--- src/rtl/tmc_pkg.sv ---
// Purpose: shared constants and types for the timer 2 control block
// Assumes: 8-bit special-function register bus, page 0
// Notes: bit positions refer to the timer2_control register
package tmc_pkg;
	localparam logic [3:0] TMC_PAGE = 4'h0;
	localparam logic [7:0] TMC_CTRL_ADDR = 8'hC8;
	localparam logic [7:0] TMC_RLL_ADDR = 8'hCA;
	localparam logic [7:0] TMC_RLH_ADDR = 8'hCB;
	localparam logic [7:0] TMC_CNTL_ADDR = 8'hCC;
	localparam logic [7:0] TMC_CNTH_ADDR = 8'hCD;
	localparam logic [7:0] TMC_CTRL_RST = 8'h00;
	localparam logic [7:0] TMC_BYTE_MAX = 8'hFF;
	localparam logic [7:0] TMC_BYTE_ZERO = 8'h00;
	localparam int TMC_HF_BIT = 7;
	localparam int TMC_LF_BIT = 6;
	localparam int TMC_LEN_BIT = 5;
	localparam int TMC_CEN_BIT = 4;
	localparam int TMC_SPLIT_BIT = 3;
	localparam int TMC_RUN_BIT = 2;
	localparam int TMC_XSEL_HI = 1;
	localparam int TMC_XSEL_LO = 0;
	localparam int TMC_CLK_HZ = 25000000;
	localparam logic [3:0] TMC_DIV12_LAST = 4'hB;
	localparam logic [3:0] TMC_DIV12_ZERO = 4'h0;
	localparam logic [2:0] TMC_RTC8_LAST = 3'h7;
	typedef enum logic [1:0] {
		TMC_X_SYS12_RTC = 2'b00,
		TMC_X_CMP_RTC = 2'b01,
		TMC_X_SYS12_CMP = 2'b10,
		TMC_X_RTC_CMP = 2'b11
	} tmc_xclk_t;
endpackage

--- src/rtl/tmc_tick_if.sv ---
// Purpose: tick and capture pulses from the clock selector to the counter
// Assumes: all signals on i_mclk
// Notes: one-cycle pulses, except each tick stays high every cycle while its own system clock select is on
`timescale 1ns/1ns
`default_nettype none
interface tmc_tick_if;
	logic tick_lo;
	logic tick_hi;
	logic capture;
	modport src (output tick_lo, output tick_hi, output capture);
	modport dst (input tick_lo, input tick_hi, input capture);
endinterface
`default_nettype wire

--- src/rtl/tmc_clk_sel.sv ---
// Purpose: synchronise external sources and form count and capture enables
// Assumes: rtc and comparator are asynchronous pins
// Notes: rtc must stay well below half of i_mclk to be seen
`timescale 1ns/1ns
`default_nettype none
module tmc_clk_sel import tmc_pkg::*; (
	// clock and reset
	input wire logic i_mclk,
	input wire logic i_nrst,
	// sources
	input wire logic i_rtc_clk,
	input wire logic i_cmp_out,
	// selection
	input wire logic [1:0] i_xsel,
	input wire logic i_lo_sys,
	input wire logic i_hi_sys,
	// pulses
	tmc_tick_if.src o_tk
);
	typedef struct packed {
		logic [1:0] rtc_s;
		logic [1:0] cmp_s;
		logic rtc_o;
		logic cmp_o;
		logic [3:0] div12;
		logic [2:0] rtc8;
		logic tick_lo;
		logic tick_hi;
		logic capture;
	} tmc_sel_st_t;
	tmc_sel_st_t q, d;
	logic sys12, rtc_div8, cmp_rise, ext;
	////////////////////////////////////////////////////////////////
	always_comb begin
		d = q;
		// first stage feeds only the second
		d.rtc_s = {q.rtc_s[0], i_rtc_clk};
		d.cmp_s = {q.cmp_s[0], i_cmp_out};
		d.rtc_o = q.rtc_s[1];
		d.cmp_o = q.cmp_s[1];
		sys12 = (q.div12 == TMC_DIV12_LAST);
		d.div12 = sys12 ? TMC_DIV12_ZERO : q.div12 + 4'h1;
		cmp_rise = q.cmp_s[1] & ~q.cmp_o;
		rtc_div8 = 1'b0;
		if (q.rtc_s[1] & ~q.rtc_o) begin
			d.rtc8 = q.rtc8 + 3'h1;
			rtc_div8 = (q.rtc8 == TMC_RTC8_LAST);
		end
		unique case (tmc_xclk_t'(i_xsel))
			TMC_X_SYS12_RTC: ext = sys12;
			TMC_X_CMP_RTC: ext = cmp_rise;
			TMC_X_SYS12_CMP: ext = sys12;
			TMC_X_RTC_CMP: ext = rtc_div8;
		endcase
		d.tick_lo = i_lo_sys | ext;
		d.tick_hi = i_hi_sys | ext;
		d.capture = i_xsel[TMC_XSEL_HI] ? cmp_rise : rtc_div8;
	end
	always_ff @(posedge i_mclk or negedge i_nrst) begin
		if (!i_nrst) begin
			q <= '0;
		end else begin
			q <= d;
		end
	end
	assign o_tk.tick_lo = q.tick_lo;
	assign o_tk.tick_hi = q.tick_hi;
	assign o_tk.capture = q.capture;
endmodule
`default_nettype wire

--- src/rtl/tmc_timer2.sv ---
// Purpose: timer 2 control register with its counting and capture logic
// Assumes: core bus gives byte and single-bit writes, page select and read strobe
// Notes: read data is registered, valid the cycle after the read strobe
`timescale 1ns/1ns
`default_nettype none
// Contract
// - The high-byte overflow flag, bit 7, sets when the upper byte rolls from FF to 00 and stays until software clears it.
// - In 16-bit mode the high-byte overflow flag sets when the whole counter wraps from FFFF to 0000.
// - With timer interrupts enabled, a set high-byte overflow flag requests the interrupt.
// - The low-byte overflow flag, bit 6, sets on every low-byte wrap in any mode and hardware never clears it.
// - With bit 5 and timer interrupts both enabled, each low-byte overflow raises the interrupt.
// - Bit 4 at 1 puts the timer in capture mode, at 0 leaves it off.
// - The control register sits at C8 on page 0, allows single-bit writes and resets to zero.
// - Bit 3 at 1 runs two 8-bit auto-reload timers, at 0 one 16-bit auto-reload timer.
// - Bit 2 enables counting; in split mode it gates only the upper byte while the lower byte runs.
// - The two clock select bits pick the external count clock and the capture trigger.
// - Timer interrupts need the core enable; without it flags set but no interrupt is raised.
module tmc_timer2 import tmc_pkg::*; (
	// clock and reset
	input wire logic i_mclk,
	input wire logic i_nrst,
	// special-function register bus
	input wire logic [3:0] i_sfr_page,
	input wire logic [7:0] i_sfr_addr,
	input wire logic i_sfr_wr,
	input wire logic i_sfr_bit_wr,
	input wire logic [2:0] i_sfr_bit_sel,
	input wire logic i_sfr_rd,
	input wire logic [7:0] i_sfr_wdata,
	output logic [7:0] o_sfr_rdata,
	// core side controls
	input wire logic i_core_timer_irq_enable,
	input wire logic i_lo_system_clock_sel,
	input wire logic i_hi_system_clock_sel,
	// external sources
	input wire logic i_rtc_clk,
	input wire logic i_cmp_out,
	// interrupt
	output logic o_irq
);
	typedef struct packed {
		logic [7:0] ctrl;
		logic [7:0] cnt_lo;
		logic [7:0] cnt_hi;
		logic [7:0] rl_lo;
		logic [7:0] rl_hi;
		logic [7:0] rdata;
		logic irq;
	} tmc_st_t;
	tmc_st_t q, d;
	tmc_tick_if tk ();
	logic split, run, cen, lo_step, lo_wrap, hi_step, hi_wrap, cap_ev, hf_set, lf_set;

	function automatic logic hit(input logic [3:0] pg, input logic [7:0] a, input logic [7:0] o);
		hit = (pg == TMC_PAGE) && (a == o);
	endfunction

	tmc_clk_sel u_sel (
		.i_mclk(i_mclk),
		.i_nrst(i_nrst),
		.i_rtc_clk(i_rtc_clk),
		.i_cmp_out(i_cmp_out),
		.i_xsel(q.ctrl[TMC_XSEL_HI:TMC_XSEL_LO]),
		.i_lo_sys(i_lo_system_clock_sel),
		.i_hi_sys(i_hi_system_clock_sel),
		.o_tk(tk.src)
	);
	////////////////////////////////////////////////////////////////
	always_comb begin
		d = q;
		split = q.ctrl[TMC_SPLIT_BIT];
		run = q.ctrl[TMC_RUN_BIT];
		cen = q.ctrl[TMC_CEN_BIT];
		// low byte free-runs in split mode, follows run otherwise
		lo_step = tk.tick_lo & (split | run);
		lo_wrap = lo_step & (q.cnt_lo == TMC_BYTE_MAX);
		hi_step = split ? (tk.tick_hi & run) : lo_wrap;
		hi_wrap = hi_step & (q.cnt_hi == TMC_BYTE_MAX);
		cap_ev = cen & tk.capture;
		hf_set = hi_wrap | cap_ev;
		lf_set = lo_wrap;
		// software writes first, hardware counting overrides below
		if (i_sfr_wr) begin
			if (hit(i_sfr_page, i_sfr_addr, TMC_CTRL_ADDR)) d.ctrl = i_sfr_wdata;
			if (hit(i_sfr_page, i_sfr_addr, TMC_RLL_ADDR)) d.rl_lo = i_sfr_wdata;
			if (hit(i_sfr_page, i_sfr_addr, TMC_RLH_ADDR)) d.rl_hi = i_sfr_wdata;
			if (hit(i_sfr_page, i_sfr_addr, TMC_CNTL_ADDR)) d.cnt_lo = i_sfr_wdata;
			if (hit(i_sfr_page, i_sfr_addr, TMC_CNTH_ADDR)) d.cnt_hi = i_sfr_wdata;
		end else if (i_sfr_bit_wr && hit(i_sfr_page, i_sfr_addr, TMC_CTRL_ADDR)) begin
			d.ctrl[i_sfr_bit_sel] = i_sfr_wdata[0];
		end
		if (lo_step) begin
			// in 16-bit mode the low byte reloads only with the full wrap
			if (lo_wrap && (split || hi_wrap) && !cen) d.cnt_lo = q.rl_lo;
			else d.cnt_lo = q.cnt_lo + 8'h01;
		end
		if (hi_step) begin
			if (hi_wrap && !cen) d.cnt_hi = q.rl_hi;
			else d.cnt_hi = q.cnt_hi + 8'h01;
		end
		if (cap_ev) begin
			d.rl_lo = q.cnt_lo;
			d.rl_hi = q.cnt_hi;
		end
		// set wins over any software clear in the same cycle
		d.ctrl[TMC_HF_BIT] = d.ctrl[TMC_HF_BIT] | hf_set;
		d.ctrl[TMC_LF_BIT] = d.ctrl[TMC_LF_BIT] | lf_set;
		d.irq = i_core_timer_irq_enable & (q.ctrl[TMC_HF_BIT] |
			(q.ctrl[TMC_LEN_BIT] & q.ctrl[TMC_LF_BIT]));
		if (i_sfr_rd) begin
			if (hit(i_sfr_page, i_sfr_addr, TMC_CTRL_ADDR)) d.rdata = q.ctrl;
			else if (hit(i_sfr_page, i_sfr_addr, TMC_RLL_ADDR)) d.rdata = q.rl_lo;
			else if (hit(i_sfr_page, i_sfr_addr, TMC_RLH_ADDR)) d.rdata = q.rl_hi;
			else if (hit(i_sfr_page, i_sfr_addr, TMC_CNTL_ADDR)) d.rdata = q.cnt_lo;
			else if (hit(i_sfr_page, i_sfr_addr, TMC_CNTH_ADDR)) d.rdata = q.cnt_hi;
			else d.rdata = TMC_BYTE_ZERO;
		end
	end
	always_ff @(posedge i_mclk or negedge i_nrst) begin
		if (!i_nrst) begin
			q <= '0;
		end else begin
			q <= d;
		end
	end
	assign o_sfr_rdata = q.rdata;
	assign o_irq = q.irq;

	logic hf_clr_try;
	assign hf_clr_try = i_sfr_wr & hit(i_sfr_page, i_sfr_addr, TMC_CTRL_ADDR)
		& ~i_sfr_wdata[TMC_HF_BIT];
endmodule
`default_nettype wire

--- config.mk ---
export PLATFORM = sky130hd
export DESIGN_NAME = tmc_timer2
export DESIGN_NICKNAME = d
export VERILOG_FILES = /design/src/rtl/tmc_pkg.sv /design/src/rtl/tmc_tick_if.sv /design/src/rtl/tmc_clk_sel.sv /design/src/rtl/tmc_timer2.sv
export SDC_FILE = /design/constraint.sdc
export NUM_CORES = 1
export LEC_CHECK = 0
export ABC_AREA = 1
export BUFFER_PORTS_ARGS = -buffer_cell sky130_fd_sc_hd__buf_4
export CORE_MARGIN = 2
export CORE_UTILIZATION = 50
export CTS_BUF_LIST = sky130_fd_sc_hd__clkbuf_4 sky130_fd_sc_hd__clkbuf_8
export DETAILED_ROUTE_END_ITERATION = 7
export GPL_TIMING_DRIVEN = 1
export PLACE_DENSITY_LB_ADDON = 0.12
export SLEW_MARGIN = 15
export SYNTH_ARGS = -nofsm -noshare
export SYNTH_HDL_FRONTEND = slang
export SYNTH_HIERARCHICAL = 1
export SYNTH_SLANG_ARGS = --single-unit
export TNS_END_PERCENT = 10
--- constraint.sdc ---
create_clock -name i_mclk -period 3.15 [get_ports i_mclk]
set_clock_uncertainty 0.2 [all_clocks]
set_input_delay 0 -clock i_mclk [delete_from_list [all_inputs] [get_ports i_mclk]]
set_output_delay 0 -clock i_mclk [all_outputs]
set_load 0.05 [all_outputs]
* After elaboration in Yosys (flattened, before gate mapping)
Index checks and enable logic that the tools add are counted.
Word-level totals: bits in registers 65, bits of input ports 33, output and inout bits 9, word-level logic and storage cells 108
Operators by class: $add $sub $neg 4, magnitude comparators 2, equality and inequality tests 13, muxes and demuxes 26, bitwise operators 18, reductions and logical operators 28
Operators with widths (count):
- two-way mux 8 bit | 16
- equality test 8 bit (second input constant) | 7
- two-way mux 32 bit | 1
- adder 8 x 1 -> 8 bit (second input constant) | 2
- two-way mux 16 bit | 1
- nonzero test 2 bit | 8
- logical AND 1 bit | 10
- AND reduction 2 bit | 5
- AND 1 bit | 9
- bitwise mux 8 bit | 1
- OR 1 bit | 7
- adder 4 x 1 -> 4 bit (second input constant) | 1
- equality test 2 bit (second input constant) | 2
- equality test 4 bit (second input constant) | 1
- logical NOT 4 bit | 1
- < comparator 3 x 4 -> 1 bit (second input constant) | 1
- two-way mux 1 bit | 4
- two-way mux 4 bit | 1
- adder 3 x 1 -> 3 bit (second input constant) | 1
- demux 1 bit (select 3 bit) | 1
- equality test 3 bit (second input constant) | 1
- greater-or-equal comparator 3 x 1 -> 1 bit (second input constant) | 1
- case mux 1 bit (3 select lines) | 1
- equality test 2 x 1 -> 1 bit (second input constant) | 1
- 6 further kinds | 7

* Depth between registers and ports, before layout
depth in word-level cells 10, gate-level depth with buffers 11, mapped depth without buffers 11

* Modules after synthesis
The synthesis kept the hierarchy.
By module, submodules not included:
- tmc_timer2 | instances 1, cells each 498, area each 3482.1 um^2, seq. area each 1226.2 um^2
- tmc_clk_sel | instances 1, cells each 60, area each 630.6 um^2, seq. area each 400.4 um^2

* Worst setup path before layout
Ideal clock, no wire load.
path kind reg2reg, start register q[33] (netlist name), end register q[28] (netlist name), setup time 0.120 ns, arrival time 1.401 ns, required time 2.830 ns, slack 1.428 ns, stages on the path, launching flop included 10, buffers on the path 1, period minus slack after synthesis 1.722 ns, cells stage by stage dfrtp_1 ha_1 nand2_1 nor2_2 nand4_1 nand2_2 buf_4 o31ai_1 o21ai_1 nand2_1
On the way: longest elaborated chain between the ends 7, elaborated cells on any way between the ends 10, those cells by class 1 x eq/ne; 3 x mux; 2 x bitwise; 4 x reduce/logical
RTL lines:
- from (decl) | line tmc_timer2.sv:50 | tmc_st_t q, d;
- from (signal assigned) | line tmc_timer2.sv:121 | q <= '0;
- from (signal assigned) | line tmc_timer2.sv:123 | q <= d;
- equality test 8 bit (*) | line tmc_timer2.sv:76 | lo_wrap = lo_step & (q.cnt_lo == TMC_BYTE_MAX);
- AND 1 bit (*) | line tmc_timer2.sv:76
- two-way mux 1 bit (*) | line tmc_timer2.sv:77 | hi_step = split ? (tk.tick_hi & run) : lo_wrap;
- AND 1 bit | line tmc_timer2.sv:78 | hi_wrap = hi_step & (q.cnt_hi == TMC_BYTE_MAX);
- logical AND 1 bit | line tmc_timer2.sv:98 | if (hi_wrap && !cen) d.cnt_hi = q.rl_hi;
- two-way mux 8 bit | line tmc_timer2.sv:98
- two-way mux 8 bit | line tmc_timer2.sv:97 | if (hi_step) begin
Mark *: on every way between the ends. The rest lies on a longest branch, timed or not. A chain may end at the register's enable or synchronous reset.

* Final worst setup path
start input port i_sfr_addr[4], end register q[43] (netlist name)
On the way: longest elaborated chain between the ends 5, elaborated cells on any way between the ends 6, those cells by class 2 x eq/ne; 4 x reduce/logical
RTL lines:
- from (decl) | line tmc_timer2.sv:24 | input wire logic [7:0] i_sfr_addr,
- equality test 8 bit (*)
- logical AND 1 bit (*)
- logical AND 1 bit | line tmc_timer2.sv:89 | end else if (i_sfr_bit_wr && hit(i_sfr_page, i_sfr_addr, TMC_CTRL_ADDR)) begin
- nonzero test 2 bit (no line)
- AND reduction 2 bit (no line) (*)
Marked as above.

==> flow_summary.rst <==
.. list-table::
   :header-rows: 1

   * - Metric
     - Value
   * - Result of the run
     - completed
   * - Fraction of synthesis flops using an asynchronous set or reset pin
     - 100%
   * - Worst R2R Start
     - cen
   * - Data arrival time of the critical path
     - 3.08 ns
   * - Highest achievable clock rate
     - 335 MHz
   * - Count of cell types in the netlist
     - 36
   * - Area overhead of the layout relative to synthesis
     - 23.8%
   * - Final wirelength
     - 11800 um
   * - CP startpoint kind
     - primary input
   * - Met3 layer usage reported by global route
     - 8.14%
   * - Clock transition at path regs
     - 0.08 ns
   * - Final weighted congestion in routability-driven placement
     - 0.967
   * - Largest net degree at the start of global routing
     - 66
   * - Clock latency of the later-clocked register in the worst-skew pair
     - 0.36 ns
   * - Final-report setup violation count
     - 0
   * - Effective utilization at floorplan
     - between 50 and 60%
   * - Power density cells
     - 411 nW/um^2
   * - HP Class
     - primary input to flip-flop
   * - Post-layout instance area
     - 5090 um^2
   * - Netlist area before placement
     - roughly 4000 um^2
   * - Reported leakage power
     - 2.51 nW
   * - Peak supply drop
     - 0.269 mV
   * - Global-route wire length before repair
     - 19000 um
   * - 1st-iter DRT viols
     - ~320
   * - EDFF count, synth
     - 0
   * - Die area
     - roughly 9000 um^2
   * - Critical path data required time
     - 3.25 ns
   * - Post-synthesis area per instance
     - 7.37 um^2
   * - Hold Path Depth
     - 6
   * - Number of I/O pins
     - 42
   * - R2R cell count
     - 4
   * - Power, Total
     - 0.00209 W
   * - Clock tree from TritonCTS
     - built
   * - Setup CP Type
     - primary input to flip-flop
   * - Count of non-filler cells in the finished layout
     - 739
   * - Via/cell ratio
     - 5.46
   * - Post-detail-place hpwl
     - approximately 8400 um
   * - Aggregate negative setup slack
     - 0 ns
   * - Commonest register cell after synthesis
     - sky130_fd_sc_hd__dfrtp_1
   * - Critical R2R Capture
     - q[11]
   * - Share of post-route cells with drive strength above 1
     - 17.2%
   * - Final period util
     - 94.6%
   * - Hold endpoint
     - q[47]
   * - Vias in the first global route
     - about 3900
   * - Wire length per cell after detailed routing
     - 16.0 um
   * - Number of nets with antenna violations after routing
     - 0
   * - Post-detailed-placement cell area
     - 4430 um^2
   * - Hold Path Origin
     - i_sfr_bit_wr
   * - Met1 routing resource usage after global routing
     - 36.7%
   * - Die Height
     - 94.7 um
   * - Sequential-to-total area share from yosys stat
     - between 30 and 40%
   * - Final hold viol count
     - 0
   * - Met2 usage
     - 44.7%
   * - Cell count after synthesis
     - 558
   * - Number of maximum-capacitance constraint violations
     - 0
   * - # nets final
     - 667
   * - Drt first pass iters
     - 5
   * - Final core occ
     - 62.9%
   * - Count of vias placed by the detailed router
     - 4033
   * - RSZ-0062 raised after global routing
     - false
   * - Largest fanout of any net on the critical path
     - 4
   * - Number of synthesized register bits
     - 65
   * - Core outline area
     - between 8000 and 9000 um^2
   * - Maximum number of buffers from clock root to sink
     - 2
   * - TritonCTS buffer count
     - 9
   * - Final routed DRC violation total
     - 0
   * - Total number of placement rows
     - 33
   * - Initial antenna violation count
     - 0
   * - Clock root buffer master
     - sky130_fd_sc_hd__clkbuf_8
   * - H-tree lvl count
     - 3
   * - Buffers added on ports
     - 41
   * - Global-route total usage across every layer
     - 28.5%
   * - Worst-margin pin slew
     - 0.837 ns
   * - Pins Over Slew Limit
     - 0
   * - Placed Cells incl. Taps
     - 683
   * - Grt total ovfl
     - 0
   * - Overall die width
     - 94.7 um
   * - Number of inserted diodes
     - 0
   * - Crit. End Element
     - flip-flop
   * - R2R setup slack
     - between 0.7 and 0.8 ns
   * - Layout fillers
     - roughly 740
   * - Worst-case headroom to the max-slew limit
     - around 44%
   * - Yosys warning count
     - 6
   * - Number of sinks handled by clock tree synthesis
     - 65
   * - Number of nets produced by synthesis
     - 596
   * - Global-route layer with the greatest usage
     - met2
   * - Minimum clock period after layout
     - 2.98 ns
==> layer usage <==
layer | share of wire [%] | wire length, um
met5 | 0 | 0
met4 | 3.6 | 425
met3 | 7.9 | 932
met2 | 46 | 5490
met1 | 42 | 4990
==> worst max-delay path: stages <==
cell and delay, ns:
sky130_fd_sc_hd__dlygate4sd3_1 0.53, sky130_fd_sc_hd__buf_4 0.13, sky130_fd_sc_hd__nor2_2 0.06, sky130_fd_sc_hd__dlygate4sd3_1 0.59, sky130_fd_sc_hd__nand3_4 0.13, sky130_fd_sc_hd__nor3_4 0.14, sky130_fd_sc_hd__nand2_2 0.10, sky130_fd_sc_hd__nor2_4 0.13
sky130_fd_sc_hd__nand4_1 0.08, sky130_fd_sc_hd__dlygate4sd3_1 0.57, sky130_fd_sc_hd__nand3_1 0.06, sky130_fd_sc_hd__dlygate4sd3_1 0.55
==> through the flow <==
step	hold WS (ns)	setup WS, ns
after floorplan	-0.496	1.43
after global placement	-0.0894	0.952
after detailed placement	-0.0897	0.900
after CTS	0.00250	0.0668
after global routing	0.00823	0.00502
final	0.0124	0.169
==> state kept, by name (all words and copies together) (netlist names) <==
register,count
u_sel/o_tk.capture,1
u_sel/q,9
u_sel/o_tk.tick_hi,1
u_sel/o_tk.tick_lo,1
cen,1
o_irq,1
q,39
o_sfr_rdata,8
u_sel/d,4
==> timing repair <==
item / 4_1_cts / 5_1_grt
buffers inserted: 0 / 2
endpoints found under the setup margin: 0 / 1
hold buffers: 37 / 1
endpoints found under the hold margin: 118 / 3
resized for setup: 0 / 4
==> report_power, final <==
part / internal (W) / switching, W / leakage [nW]
combinational: 0.000115 / 0.000161 / 1.61
clock: 0.000534 / 0.000364 / 0.124
sequential: 0.000880 / 0.0000378 / 0.775
==> synth_stat cells, types with 4 or more instances <==
master                     count  area, um^2
sky130_fd_sc_hd__o21ai_0      21         105
sky130_fd_sc_hd__nor2_2       10        62.6
sky130_fd_sc_hd__o31ai_1       4        30.0
sky130_fd_sc_hd__nand3_1      68         340
sky130_fd_sc_hd__clkbuf_1      5        18.8
sky130_fd_sc_hd__xor2_1       10        87.6
sky130_fd_sc_hd__a21oi_1      12        60.1
sky130_fd_sc_hd__nand4_1      13        81.3
sky130_fd_sc_hd__inv_2         8        30.0
sky130_fd_sc_hd__inv_1        64         240
sky130_fd_sc_hd__nand2_1     125         469
sky130_fd_sc_hd__dfrtp_1      65        1630
sky130_fd_sc_hd__nand2_2       7        43.8
sky130_fd_sc_hd__buf_2         6        30.0
sky130_fd_sc_hd__nand3_2       8        80.1
sky130_fd_sc_hd__nor2_1       42         158
sky130_fd_sc_hd__ha_1          5        62.6
sky130_fd_sc_hd__nor2_4        5        56.3
sky130_fd_sc_hd__buf_4        11        82.6
sky130_fd_sc_hd__o21ai_1      34         170
sky130_fd_sc_hd__o211ai_1     11        82.6
sky130_fd_sc_hd__nor3_1        8        40.0
==> worst max path at each step <==
stage                             start     to  slack, ns  cells past startpoint
final                     i_sfr_addr[4]  q[43]       0.17                     12
after floorplan                   q[33]  q[28]       1.43                      9
after detailed placement            cen  q[12]       0.90                      5
after global placement              cen  q[21]       0.95                      6
after global routing      i_sfr_addr[4]  q[43]      0.005                     12
after CTS                 i_sfr_addr[4]  q[43]       0.07                     12
==> placed cells by master (no fill, tap or decap), types with 2 or more instances in the layout <==
master                          instances
sky130_fd_sc_hd__a21oi_1               12
sky130_fd_sc_hd__buf_4                 44
sky130_fd_sc_hd__bufinv_16              3
sky130_fd_sc_hd__clkbuf_8               9
sky130_fd_sc_hd__clkinv_4               2
sky130_fd_sc_hd__dfrtp_1               65
sky130_fd_sc_hd__dlygate4sd3_1         38
sky130_fd_sc_hd__ha_1                   5
sky130_fd_sc_hd__inv_1                 64
sky130_fd_sc_hd__inv_2                  8
sky130_fd_sc_hd__inv_6                  2
sky130_fd_sc_hd__nand2_1              124
sky130_fd_sc_hd__nand2_2                8
sky130_fd_sc_hd__nand2_4                2
sky130_fd_sc_hd__nand3_1               68
sky130_fd_sc_hd__nand3_2                8
sky130_fd_sc_hd__nand4_1               13
sky130_fd_sc_hd__nor2_1                42
sky130_fd_sc_hd__nor2_2                 9
sky130_fd_sc_hd__nor2_4                 6
sky130_fd_sc_hd__nor3_1                 7
sky130_fd_sc_hd__nor3_2                 2
sky130_fd_sc_hd__o211ai_1              11
sky130_fd_sc_hd__o21ai_0               21
sky130_fd_sc_hd__o21ai_1               34
sky130_fd_sc_hd__o31ai_1                4
sky130_fd_sc_hd__xor2_1                10
==> cells by family after synthesis <==
family / Yosys count / synth area share [%]
flip-flops: 65 / 39.5
AND/OR/NAND/NOR: 295 / 35.0
XOR/XNOR: 11 / 2.34
adder cells (fa/ha/maj): 5 / 1.52
buffers and inverters: 95 / 9.86
AO/OA/AOI/OAI: 87 / 11.8
==> layout make-up <==
| cell class | instances | area (um^2) | share of cell area, % |
|---|---|---|---|
| Multi-Input combinational cell | 398 | 2100 | 41.2 |
| Sequential cell | 65 | 1630 | 31.9 |
| Timing Repair Buffer | 82 | 711 | 14.0 |
| Inverter | 73 | 274 | 5.38 |
| Tap cell | 105 | 131 | 2.58 |
| Clock inverter | 7 | 125 | 2.46 |
| Clock buffer | 9 | 124 | 2.43 |
No activity file was read; power rests on OpenSTA's default activity.
